**src/core/reg_guard_consts.svh**
```systemverilog
/*
 * constants of the register access guard and preload engine: offsets,
 * failure codes, preload record layout and field widths.
 * assumes it is included by bare name from the package and the design module.
 */
`ifndef REG_GUARD_CONSTS_SVH
`define REG_GUARD_CONSTS_SVH
`define PATH_W          16
`define PORT_W          3
`define ROM_AW          16
`define DW_W            10
`define RANGE_LIMIT     32'h0000_1000
`define FT_NORMAL       4'h0F
`define FT_RANGE        4'h0
`define FT_LOCK         4'h1
`define FT_SW_ROUTE     4'h2
`define PRELOAD_BASE    16'h0100
`define PRELOAD_SIG     5'h10
`define SIZE_END        8'h00
`define CFG_INDEX_OFF   8'h00F8
`define CFG_DATA_OFF    8'h00FC
`define BRIDGE_BASE     12'h0A00
`define RO_SLOT_DW      10'h007A
`define RO_OEM_DW       10'h0008
`define RO_PROTO_DW     10'h0010
`define RO_PROG_DW      10'h001C
`endif

```
**src/core/reg_guard_pkg.sv**
```systemverilog
/*
 * types carried between the register access guard and its neighbours.
 * assumes the constants header is on the include path.
 */
`include "reg_guard_consts.svh"
package reg_guard_pkg;
    typedef struct packed {
        logic                is_write;    // else read
        logic                ack_req;     // write wants acknowledge
        logic                multicast;
        logic                config_kind; // configuration-space request
        logic [31:0]         offset;      // byte offset
        logic [3:0]          byte_en;     // active high per byte
        logic [31:0]         wdata;
        logic [`PATH_W-1:0]  path;        // transformed return path
        logic [`PORT_W-1:0]  in_port;
    } req_type;
    typedef struct packed {
        logic                is_read;     // read completion, else write ack
        logic [3:0]          failure;
        logic [31:0]         rdata;
    } rsp_type;
    typedef struct packed {
        logic                enable;
        logic [`PORT_W-1:0]  in_port;
        logic [`PATH_W-1:0]  path;
    } path_entry_type;
    typedef struct packed {
        logic                wr;
        logic                rd;
        logic [`DW_W-1:0]    dw_index;
        logic [3:0]          be;
        logic [31:0]         wdata;
        logic                ro_override; // preload may write read-only bits
    } reg_acc_type;
endpackage : reg_guard_pkg

```
**src/core/register_access_guard_and_preload.sv**
```systemverilog
/*
 * register access front end: path protection, range and multicast checks,
 * byte masks, reserved and semaphore handling, response building, and the
 * serial boot memory preload run after reset.
 * assumes the register map answers reg_rdata_i, reg_reserved_i and
 * reg_semaphore_i combinationally from reg_acc_o, and that the memory
 * sequencer is on the same clock and answers rom_valid_i after rom_rd_o.
 */
`timescale 1ns/1ps
`include "reg_guard_consts.svh"
module register_access_guard_and_preload
    import reg_guard_pkg::*;
#(
    parameter int N_PATH = 4
)
(
    // clock and reset
    input  wire logic                 clk_sys_i,
    input  wire logic                 rst_i,
    // request frames
    input  wire logic                 req_valid_i,
    input  wire req_type              req_i,
    output      logic                 req_ready_o,
    // response frames
    output      logic                 rsp_valid_o,
    output      rsp_type              rsp_o,
    // path protection table
    input  wire path_entry_type       path_tab_i [N_PATH],
    // register map port
    output      reg_acc_type          reg_acc_o,
    input  wire logic [31:0]          reg_rdata_i,
    input  wire logic                 reg_reserved_i,
    input  wire logic                 reg_semaphore_i,
    // chip events, one-cycle pulses
    output      logic                 evt_path_prot_o,
    output      logic                 evt_mcast_fail_o,
    output      logic                 evt_range_o,
    // serial boot memory
    input  wire logic                 preload_en_i,
    output      logic                 rom_rd_o,
    output      logic [`ROM_AW-1:0]   rom_addr_o,
    input  wire logic                 rom_valid_i,
    input  wire logic [7:0]           rom_data_i,
    output      logic                 preload_done_o,
    // diagnostic trigger hold-off
    input  wire logic                 diag_trig_i,
    output      logic                 diag_trig_go_o
);

    if (N_PATH != 4)
    begin : g_n_path_check
        $error("path table must have four entries");
    end

    typedef enum {ST_IDLE, ST_ACCESS, ST_RESP} acc_state_type;
    typedef enum {PL_START, PL_SIG, PL_OFS_LO, PL_OFS_HI, PL_SIZE, PL_DATA,
                  PL_DONE} pl_state_type;

    acc_state_type         acc_state_reg;
    pl_state_type          pl_state_reg;
    req_type               req_reg;
    logic [3:0]            fail_reg;
    logic [`DW_W-1:0]      dw_reg;
    logic [31:0]           index_reg;
    logic                  use_index_reg;
    logic                  rom_wait_reg;
    logic [11:0]           pl_ofs_reg;
    logic [7:0]            pl_cnt_reg;

    // checks on the incoming request
    function automatic logic [`DW_W-1:0] dw_of(input logic [31:0] byte_ofs);
        dw_of = byte_ofs[`DW_W+1:2];
    endfunction : dw_of

    function automatic logic is_ro_override(input logic [`DW_W-1:0] dw);
        is_ro_override = (dw == `RO_SLOT_DW) || (dw == `RO_OEM_DW) ||
                         (dw == `RO_PROTO_DW) || (dw == `RO_PROG_DW);
    endfunction : is_ro_override

    logic [N_PATH-1:0] hit_vec;
    logic [N_PATH-1:0] en_vec;
    genvar gi;
    generate
        for (gi = 0; gi < N_PATH; gi++)
        begin : g_path
            assign en_vec[gi]  = path_tab_i[gi].enable;
            assign hit_vec[gi] = path_tab_i[gi].enable &&
                                 path_tab_i[gi].path == req_i.path &&
                                 path_tab_i[gi].in_port == req_i.in_port;
        end
    endgenerate

    logic        idx_hit;
    logic        data_hit;
    logic [31:0] eff_ofs;
    logic        lock_fail;
    logic        mc_fail;
    logic        range_fail;
    logic        take;

    // effective channel offset after the configuration index mechanism
    always_comb
    begin
        idx_hit  = req_i.config_kind && req_i.offset[7:0] == `CFG_INDEX_OFF;
        data_hit = req_i.config_kind && req_i.offset[7:0] == `CFG_DATA_OFF;
        if (data_hit)
            eff_ofs = index_reg;
        else if (req_i.config_kind)
            eff_ofs = {24'h00_0000, req_i.offset[7:0]} + {20'h0_0000, `BRIDGE_BASE};
        else
            eff_ofs = req_i.offset;
        lock_fail  = (|en_vec) && !(|hit_vec);
        mc_fail    = req_i.multicast && req_i.is_write;
        range_fail = eff_ofs >= `RANGE_LIMIT;
    end

    assign take = req_valid_i && req_ready_o;

    // request sequencing; requests wait while preload owns the map
    always_ff @(posedge clk_sys_i)
    begin
        if (rst_i)
        begin
            acc_state_reg <= ST_IDLE;
            req_reg       <= '0;
            fail_reg      <= `FT_NORMAL;
            dw_reg        <= '0;
            use_index_reg <= 1'b0;
        end
        else
        begin
            case (acc_state_reg)
                ST_IDLE:
                    if (take)
                    begin
                        req_reg       <= req_i;
                        dw_reg        <= dw_of(eff_ofs);
                        use_index_reg <= idx_hit;
                        if (mc_fail)
                            fail_reg <= `FT_SW_ROUTE;
                        else if (lock_fail)
                            fail_reg <= `FT_LOCK;
                        else if (range_fail && !idx_hit)
                            fail_reg <= `FT_RANGE;
                        else
                            fail_reg <= `FT_NORMAL;
                        acc_state_reg <= ST_ACCESS;
                    end
                ST_ACCESS:
                    acc_state_reg <= ST_RESP;
                ST_RESP:
                    acc_state_reg <= ST_IDLE;
                default:
                    acc_state_reg <= ST_IDLE;
            endcase
        end
    end

    // configuration index register, written through configuration space
    always_ff @(posedge clk_sys_i)
    begin
        if (rst_i)
            index_reg <= '0;
        else if (acc_state_reg == ST_ACCESS && use_index_reg && req_reg.is_write
                 && fail_reg == `FT_NORMAL)
        begin
            for (int b = 0; b < 4; b++)
                if (req_reg.byte_en[b])
                    index_reg[8*b +: 8] <= req_reg.wdata[8*b +: 8];
        end
    end

    // register map strobes from either the request path or the preload
    logic pl_wr;
    assign pl_wr = pl_state_reg == PL_DATA && rom_valid_i && rom_wait_reg;

    always_ff @(posedge clk_sys_i)
    begin
        if (rst_i)
            reg_acc_o <= '0;
        else if (pl_wr)
        begin
            reg_acc_o.wr          <= 1'b1;
            reg_acc_o.rd          <= 1'b0;
            reg_acc_o.dw_index    <= pl_ofs_reg[`DW_W+1:2];
            reg_acc_o.be          <= 4'h1 << pl_ofs_reg[1:0];
            reg_acc_o.wdata       <= {4{rom_data_i}};
            reg_acc_o.ro_override <= is_ro_override(pl_ofs_reg[`DW_W+1:2]);
        end
        else if (take && !mc_fail && !lock_fail && !range_fail && !idx_hit)
        begin
            // reads fetch the whole dword unless every byte is masked
            reg_acc_o.wr          <= req_i.is_write;
            reg_acc_o.rd          <= !req_i.is_write;
            reg_acc_o.dw_index    <= dw_of(eff_ofs);
            reg_acc_o.be          <= (req_i.is_write || req_i.byte_en == 4'h0) ?
                                     req_i.byte_en : 4'hF;
            reg_acc_o.wdata       <= req_i.wdata;
            reg_acc_o.ro_override <= 1'b0;
        end
        else
            reg_acc_o <= '0;
    end

    // all-masked reads reach the map with no byte enabled, so no side effect fires
    logic sem_skip;
    assign sem_skip = reg_semaphore_i && req_reg.byte_en == 4'h0;

    // response frame: one per read, one per acknowledged write
    always_ff @(posedge clk_sys_i)
    begin
        if (rst_i)
        begin
            rsp_valid_o <= 1'b0;
            rsp_o       <= '0;
        end
        else if (acc_state_reg == ST_ACCESS)
        begin
            rsp_valid_o   <= !req_reg.is_write || req_reg.ack_req;
            rsp_o.is_read <= !req_reg.is_write;
            rsp_o.failure <= fail_reg;
            if (fail_reg != `FT_NORMAL || req_reg.is_write)
                rsp_o.rdata <= '0;
            else if (use_index_reg)
                rsp_o.rdata <= index_reg;
            else if (reg_reserved_i || sem_skip)
                rsp_o.rdata <= '0;
            else
                rsp_o.rdata <= reg_rdata_i;
        end
        else
            rsp_valid_o <= 1'b0;
    end

    // chip events raised at acceptance
    always_ff @(posedge clk_sys_i)
    begin
        if (rst_i)
        begin
            evt_path_prot_o  <= 1'b0;
            evt_mcast_fail_o <= 1'b0;
            evt_range_o      <= 1'b0;
        end
        else
        begin
            evt_mcast_fail_o <= take && mc_fail;
            evt_path_prot_o  <= take && !mc_fail && lock_fail;
            evt_range_o      <= take && !mc_fail && !lock_fail && range_fail
                                && !req_i.config_kind;
        end
    end

    // request port opens only when idle and preload has finished
    always_ff @(posedge clk_sys_i)
    begin
        if (rst_i)
            req_ready_o <= 1'b0;
        else
            req_ready_o <= pl_state_reg == PL_DONE && acc_state_reg == ST_IDLE
                           && !take;
    end

    // preload record parser
    logic rom_byte;
    assign rom_byte = rom_valid_i && rom_wait_reg;

    always_ff @(posedge clk_sys_i)
    begin
        if (rst_i)
        begin
            pl_state_reg <= PL_START;
            pl_ofs_reg   <= '0;
            pl_cnt_reg   <= '0;
        end
        else
        begin
            case (pl_state_reg)
                PL_START:
                    pl_state_reg <= preload_en_i ? PL_SIG : PL_DONE;
                PL_SIG:
                    if (rom_byte)
                        pl_state_reg <= rom_data_i[7:3] == `PRELOAD_SIG ?
                                        PL_OFS_LO : PL_DONE;
                PL_OFS_LO:
                    if (rom_byte)
                        pl_ofs_reg[7:0] <= rom_data_i;
                PL_OFS_HI:
                    if (rom_byte)
                        pl_ofs_reg[11:8] <= rom_data_i[3:0];
                PL_SIZE:
                    if (rom_byte)
                    begin
                        pl_cnt_reg <= rom_data_i;
                        if (rom_data_i == `SIZE_END)
                            pl_state_reg <= PL_DONE;
                    end
                PL_DATA:
                    if (rom_byte)
                    begin
                        pl_ofs_reg <= pl_ofs_reg + 12'h001;
                        pl_cnt_reg <= pl_cnt_reg - 8'h01;
                        if (pl_cnt_reg == 8'h01)
                            pl_state_reg <= PL_OFS_LO;
                    end
                PL_DONE:
                    pl_state_reg <= PL_DONE;
                default:
                    pl_state_reg <= PL_DONE;
            endcase
            if (rom_byte && pl_state_reg == PL_OFS_LO)
                pl_state_reg <= PL_OFS_HI;
            if (rom_byte && pl_state_reg == PL_OFS_HI)
                pl_state_reg <= PL_SIZE;
            if (rom_byte && pl_state_reg == PL_SIZE && rom_data_i != `SIZE_END)
                pl_state_reg <= PL_DATA;
        end
    end

    // memory byte fetch, one outstanding read at a time
    logic pl_reading;
    assign pl_reading = pl_state_reg != PL_START && pl_state_reg != PL_DONE;

    always_ff @(posedge clk_sys_i)
    begin
        if (rst_i)
        begin
            rom_rd_o     <= 1'b0;
            rom_addr_o   <= `PRELOAD_BASE;
            rom_wait_reg <= 1'b0;
        end
        else
        begin
            rom_rd_o <= 1'b0;
            if (rom_byte)
            begin
                rom_wait_reg <= 1'b0;
                rom_addr_o   <= rom_addr_o + 16'h0001;
            end
            else if (pl_reading && !rom_wait_reg && !rom_rd_o)
            begin
                rom_rd_o     <= 1'b1;
                rom_wait_reg <= 1'b1;
            end
        end
    end

    // preload status and diagnostic trigger hold-off
    always_ff @(posedge clk_sys_i)
    begin
        if (rst_i)
        begin
            preload_done_o <= 1'b0;
            diag_trig_go_o <= 1'b0;
        end
        else
        begin
            preload_done_o <= pl_state_reg == PL_DONE;
            diag_trig_go_o <= diag_trig_i && pl_state_reg == PL_DONE;
        end
    end

endmodule : register_access_guard_and_preload

```
**config.mk**
```make
export PLATFORM = sky130hd
export DESIGN_NAME = register_access_guard_and_preload
export DESIGN_NICKNAME = d
export VERILOG_FILES = /design/src/core/reg_guard_pkg.sv /design/src/core/register_access_guard_and_preload.sv
export VERILOG_INCLUDE_DIRS = /design/src /design/src/core
export SDC_FILE = /design/constraint.sdc
export NUM_CORES = 1
export LEC_CHECK = 0
export BUFFER_PORTS_ARGS = -buffer_cell sky130_fd_sc_hd__buf_4
export CAP_MARGIN = 40
export CORE_ASPECT_RATIO = 1.1
export CORE_MARGIN = 1.5
export CORE_UTILIZATION = 50
export DETAILED_ROUTE_END_ITERATION = 8
export PLACE_DENSITY = 0.79
export SKIP_LAST_GASP = 1
export SYNTH_ARGS = -nofsm -noshare
export SYNTH_HDL_FRONTEND = slang
export SYNTH_SLANG_ARGS = --single-unit
```
**constraint.sdc**
```tcl
create_clock -name clk_sys_i -period 2.1 [get_ports clk_sys_i]
set_clock_uncertainty 0.15 [all_clocks]
set_input_delay 0.21 -clock clk_sys_i [delete_from_list [all_inputs] [get_ports clk_sys_i]]
set_output_delay 0.21 -clock clk_sys_i [all_outputs]
set_load 0.01 [all_outputs]
```
==> reports/metrics.cfg, run 1 <==
[global_route]
gr-usage-met1_pct = 37.4
grt.total_usage_pct = 33.9
grt_pass1_vias = 10400
grt_max_degree = 106
antenna_found_initial = 1
overflow = 0
grt_pass1_wl_um = 53900
gr-usage-met3_pct = 6.30
met2_usage_pct = 61.8
grt_busiest_layer = met2

[detailed_routing]
drt-initial-drc-count = 788
wl_per_cell_um = 19.2
viasPerCell = 5.71
postRouteAntennaNets = 0
vias = 10700
drcViolationCount = 0
first_pass_iters = 8
wirelength_um = 35800

[power]
p_clk_share_pct = 38.1
p_sw_mw = 2.56
power.total_mw = 9.58
ir_drop_mv = 0.503
p_sw_share_pct = 26.7
seqPwrFrac_pct = 43.8
intPower_mw = 7.02
power_per_cell_area_mw_per_mm2 = 674
pwr-share-comb_pct = 18.1
p_leak_nw = 5.59

[clocking]
clk_latency_ns = 0.51
numCtsBuffers = 22
cts_max_level = 1
postCtsSetupBuffers = 0
clk_pin_slew_worst_paths_ns = 0.07
clkSinkCount = 209
root_buffer = clkbuf_16
clk_path_buf_depth = 3
cts_tree = done

[die]
ios = 329
die_w_um = 136
die_y_um = 150
rows = 53
start_util_pct = 51.1
core-area_mm2 = 0.0191
die_area_mm2 = 0.0204

[timing]
rsz0062_at_grt = true
hold_slack_ns = -0.00298
setup_violations = 0
finalCritPeriodShare_pct = 98.2
worst_slew_pin_slew_ns = 0.682
slew_headroom_pct = 53.9
final_max_slew_viol_count = 0
max_freq_mhz = 485
worst_slack_ns = 0.0370
fin_tns_setup_ns = 0
period_needed_ns = 2.06
hold_viol = 2

[critical_path]
critPathKind = reg2reg
path_cells = or4_1 -> nand4_1 -> and3_4 -> buf_8 -> nand4_1 -> o21ai_1
worstPathMaxFanout = 15
worstPathRequired_ns = 2.37
crit_path_end_kind = flip-flop
cpMaxStageDelayCell = or4_1
slowest_delay_ns = 0.63
startpoint_type = flip-flop
cp.arrival_ns = 2.33
cp_common_cell = nand4_1

[finish]
drive_gt1_share_pct = 27.2
areaGrowthSynthToFinish_pct = 45.5
fin_cells = 1867
fin_nets = 1831
final_util_pct = 74.4
final_common_cell = buf_4
largest_reg_flops = 49
layout_common_cells = buf_4 (369), nand2_1 (219), dfxtp_1 (206), nor2_1 (116), dlygate4sd3_1 (79)

[synthesis]
synth_seq_cells = 209
synth.avg_cell_area_um2 = 8.11
yosysWarnings = 0
yosysUniqueCellTypes = 60
netlist_area_mm2 = 0.00977
syn_inst = 1205
synth_edf_count = 0
seq_area_frac_synth_pct = 42.8
synth_fp_nets = 1431
synth_ff_type = dfxtp_1
synth_async_sr_flop_share_pct = 0

[placement]
port_buffers = 328
dpl.hpwl_um = 26300
dp_cells = 1749
pre_cts_ws_ns = -0.0491
gp_congestion = 0.966

[status]
status = finished, violations left
violations = hold timing

[job]
cap_violations = 0

[hold_path]
hold_path_class = in2reg

==> layout make-up <==
| class | instances | area (um^2) |
|---|---|---|
| Clock inverter | 3 | 30.0 |
| Multi-Input combinational cell | 903 | 5230 |
| Timing Repair Buffer | 460 | 3780 |
| Fill cell | 1427 | 4880 |
| Sequential cell | 209 | 4190 |
| Inverter | 9 | 33.8 |
| Clock buffer | 35 | 639 |
| Tap cell | 247 | 309 |
| Antenna cell | 1 | 2.50 |
==> logic make-up (layout without fill, tap and decap cells) <==
kind of cell / after synthesis / after routing / synth area share, %
other: 0 / 1 / 0
muxes: 31 / 31 / 3.19
DFF: 209 / 209 / 42.8
AOI/OAI and AO/OA: 261 / 261 / 16.0
adders and majority gates: 7 / 7 / 0.897
xor gates and xnor gates: 90 / 90 / 8.07
and+or+nand+nor: 514 / 514 / 24.6
buffers and inverters: 93 / 507 / 4.45
==> stage by stage <==
stage	instance area, um^2	hold WS, ns
finish	14200	-0.00298
global route	14200	0.0280
floorplan	9770	0.130
detailed placement	12700	0.273
global placement	12700	0.267
CTS	14100	0.0000289
==> critical path: cells and delay by family (launching register included) <==
kind	cells	cell delay [ns]
simple gates	4	1.15
flops	1	0.33
compound gates	1	0.19
buf+inv	1	0.16
==> repair_timing <==
action / CTS / global route
pin swaps: 0 / 5
endpoints found under the setup margin: 31 / 60
gates resized for setup: 4 / 26
hold buffers: 79 / 0
endpoints found under the hold margin: 123 / 0
==> Yosys cell counts (4+ instances only) <==
library cell | n | area share, %
xnor2_1 | 31 | 2.8
nand3_1 | 24 | 1.2
dfxtp_1 | 209 | 43
mux2i_1 | 30 | 3.1
xor2_1 | 59 | 5.3
buf_6 | 5 | 0.58
o31ai_1 | 6 | 0.46
nor4_1 | 36 | 2.3
a211oi_1 | 8 | 0.61
nand2_1 | 219 | 8.4
and3_1 | 9 | 0.58
buf_2 | 22 | 1.1
inv_1 | 9 | 0.35
clkbuf_1 | 48 | 1.8
a22oi_1 | 41 | 3.2
nand4_1 | 53 | 3.4
o21ai_0 | 80 | 4.1
nor4b_1 | 7 | 0.63
and2_1 | 9 | 0.58
nor2_1 | 117 | 4.5
ha_1 | 7 | 0.90
buf_4 | 5 | 0.38
nor3_1 | 12 | 0.61
o2111ai_1 | 11 | 0.99
nor2b_1 | 4 | 0.26
o22ai_1 | 6 | 0.38
a21oi_1 | 67 | 3.4
o21ai_1 | 20 | 1.0
==> power by group through the flow <==
stage	Sequential [mW]	Combinational, mW	Clock, mW
4_1_cts	4.19	1.70	3.66
3_3_place_gp	4.27	1.54	0
2_1_floorplan	4.25	0.838	0
5_1_grt	4.21	1.87	3.83
6_report	4.19	1.73	3.65
3_5_place_dp	4.28	1.57	0
==> layer usage <==
| layer | up-vias | part of all wire [%] |
|---|---|---|
| li1 | 5041 | - |
| met1 | 4981 | 36 |
| met2 | 528 | 51 |
| met3 | 111 | 8.0 |
| met4 | 0 | 5.4 |
| met5 | - | 0 |
==> worst paths after layout <==
path,to,slack [ns],from,cells past startpoint
max,reg_acc_o[10]$_SDFF_PP0_,0.04,index_reg[15]$_SDFFE_PP0P_,6
min,rsp_o[23]$_SDFFE_PP0N_,-0.003,reg_rdata_i[23],5
max reg2reg,reg_acc_o[10]$_SDFF_PP0_,0.04,index_reg[15]$_SDFFE_PP0P_,6
min reg2reg,rom_rd_o$_SDFF_PP0_,0.29,rom_rd_o$_SDFF_PP0_,1
Power figures use the tool's default switching activity.
==> run 2, diff against run 1 <==
--- a/config.mk
+++ b/config.mk
@@ -11,6 +11,7 @@
 export CORE_ASPECT_RATIO = 1.1
 export CORE_MARGIN = 1.5
 export CORE_UTILIZATION = 50
+export CTS_BUF_LIST = sky130_fd_sc_hd__clkbuf_16
 export DETAILED_ROUTE_END_ITERATION = 8
 export PLACE_DENSITY = 0.79
 export SKIP_LAST_GASP = 1
==> reports/metrics.cfg, run 2 (same netlist as run 1, synthesis figures left out) <==
[status]
status = finished, violations left
violations = hold timing

[detailed_routing]
first_pass_iters = 8
vias = 10600
postRouteAntennaNets = 0
wl_per_cell_um = 19.3
drt-initial-drc-count = 808
dr_wl_met2_um = 18300
met1_length_um = 13100
drcViolationCount = 0
wirelength_um = 36200
maxUsedRoutingLayer = met4
viasPerCell = 5.69
wl_met3_um = 2900

[finish]
areaGrowthSynthToFinish_pct = 46.0
regArea_mm2 = 0.00419
multi_input_area_mm2 = 0.00525
fin_area_mm2 = 0.0143
fin_nets = 1834
largest_reg_flops = 49
layout_common_cells = buf_4 (370), nand2_1 (219), dfxtp_1 (205), nor2_1 (115), dlygate4sd3_1 (79)
final_util_pct = 74.7
final_common_cell = buf_4
fill_cells = 1414
drive_gt1_share_pct = 27.3

[die]
die_w_um = 136
die_area_mm2 = 0.0204
rows = 53
ios = 329
start_util_pct = 51.1
core-area_mm2 = 0.0191
die_y_um = 150

[power]
p_leak_nw = 5.65
power.total_mw = 9.40
ir_drop_mv = 0.505
power_per_cell_area_mw_per_mm2 = 659

[critical_path]
r2r_slack_ns = 0.08
worstPathMaxFanout = 15
worstPathRequired_ns = 2.31
cp.arrival_ns = 2.25
path_cells = dlygate4sd3_1 -> buf_4 -> or3b_1 -> or3_1 -> or2_4 -> buf_4 -> nand4_1 -> o21ai_1
worstReg2RegStart = index_reg[29]$_SDFFE_PP0P_
cp_common_cell = buf_4
crit_path_end_kind = flip-flop
rr_worst_depth = 9
cpMaxStageDelayCell = dlygate4sd3_1
slowest_delay_ns = 0.53
critPathKind = in2reg
r2r_end = reg_acc_o[20]$_SDFF_PP0_
startpoint_type = input pin

[timing]
max_freq_mhz = 490
slew_headroom_pct = 57.7
setup_violations = 0
period_needed_ns = 2.04
worst_slack_ns = 0.0593
rsz0062_at_grt = true
hold_viol = 1
finalCritPeriodShare_pct = 97.2
final_max_slew_viol_count = 0
worst_slew_pin_slew_ns = 0.625
hold_slack_ns = -0.000161

[global_route]
antenna_found_initial = 2
grt_pass1_vias = 10400
overflow = 0
grt_max_degree = 106
grt_pass1_wl_um = 53800
grt.total_usage_pct = 33.9

[placement]
pre_cts_ws_ns = -0.0491
gp_congestion = 0.966
dpl.hpwl_um = 26300
postPlaceCellArea_mm2 = 0.0127
port_buffers = 328

[clocking]
numCtsBuffers = 22
cts_max_level = 1
clk_pin_slew_worst_paths_ns = 0.07
clkSinkCount = 209
clk_latency_ns = 0.51
cts_tree = done
clk_path_buf_depth = 3
root_buffer = clkbuf_16

[hold_path]
holdPathStages = 5
hold_path_class = in2reg
hold_path.startpoint = reg_rdata_i[28]
hold_end = rsp_o[28]$_SDFFE_PP0N_

[job]
cap_violations = 0

[run 2: cell count changes in the layout (fill, tap and decap cells not counted), sizes merged]
cell and delta:
buf +1, clkbuf -11, clkinv +4, diode +1, inv +9
[run 2: report_power, final]
part / total, mW / switching (mW) / internal [mW]
clock: 3.46 / 1.56 / 1.90
sequential: 4.20 / 0.108 / 4.09
combinational: 1.75 / 0.899 / 0.850
total: 9.40 / 2.56 / 6.84
[run 2: area by class of cell]
| cell class | count | share of cell area (%) |
|---|---|---|
| Clock buffer | 22 | 3.86 |
| Antenna cell | 2 | 0.0351 |
| Sequential cell | 209 | 29.4 |
| Tap cell | 247 | 2.17 |
| Timing Repair Buffer | 463 | 26.9 |
| Multi-Input combinational cell | 903 | 36.8 |
| Inverter | 9 | 0.237 |
| Clock inverter | 16 | 0.553 |
[run 2: worst max-delay path by stage]
stage,end,slack [ns],from
floorplan,rom_addr_o[8]$_SDFFE_PP1P_,0.14,rom_addr_o[0]$_SDFFE_PP0P_
global placement,fail_reg[0]$_SDFFE_PP1P_,0.02,index_reg[25]$_SDFFE_PP0P_
detailed placement,reg_acc_o[3]$_SDFF_PP0_,-0.05,req_i[77]
CTS,index_reg[11]$_SDFFE_PP0P_,0.008,acc_state_reg[0]$_SDFFE_PP0P_
global route,reg_acc_o[5]$_SDFF_PP0_,-0.03,req_i[58]
finish,reg_acc_o[10]$_SDFF_PP0_,0.06,req_i[58]
[run 2: layer usage]
metal / vias to the layer above / track usage (%)
met3: 116 / 6.20
met1: 4908 / 37.5
li1: 5045 / -
met4: 0 / 17.9
met5: - / 0
met2: 568 / 61.3
[run 2: critical path: cells and delay by family]
kind	cells	cell delay, ns
AND/OR/NAND/NOR	4	1.11
AO/OA/AOI/OAI	1	0.09
buffers and inverters	3	0.84
[run 2: metrics by stage]
step                instances  TNS (ns)  hold WS [ns]
floorplan                1205         0         0.130
global placement         1749         0         0.267
detailed placement       1749    -0.462         0.273
CTS                      1866         0     0.0000289
global route             1871   -0.0626        0.0279
finish                   1871         0     -0.000161
[run 2: what timing repair did]
| action | 4_1_cts | 5_1_grt |
|---|---|---|
| cloned | 0 | 2 |
| endpoints found under the setup margin | 31 | 60 |
| buffers inserted | 0 | 1 |
| hold buffers | 79 | 0 |
| gates resized for setup | 4 | 22 |
| hold endpoints to repair | 122 | 0 |
| pin swaps | 0 | 7 |
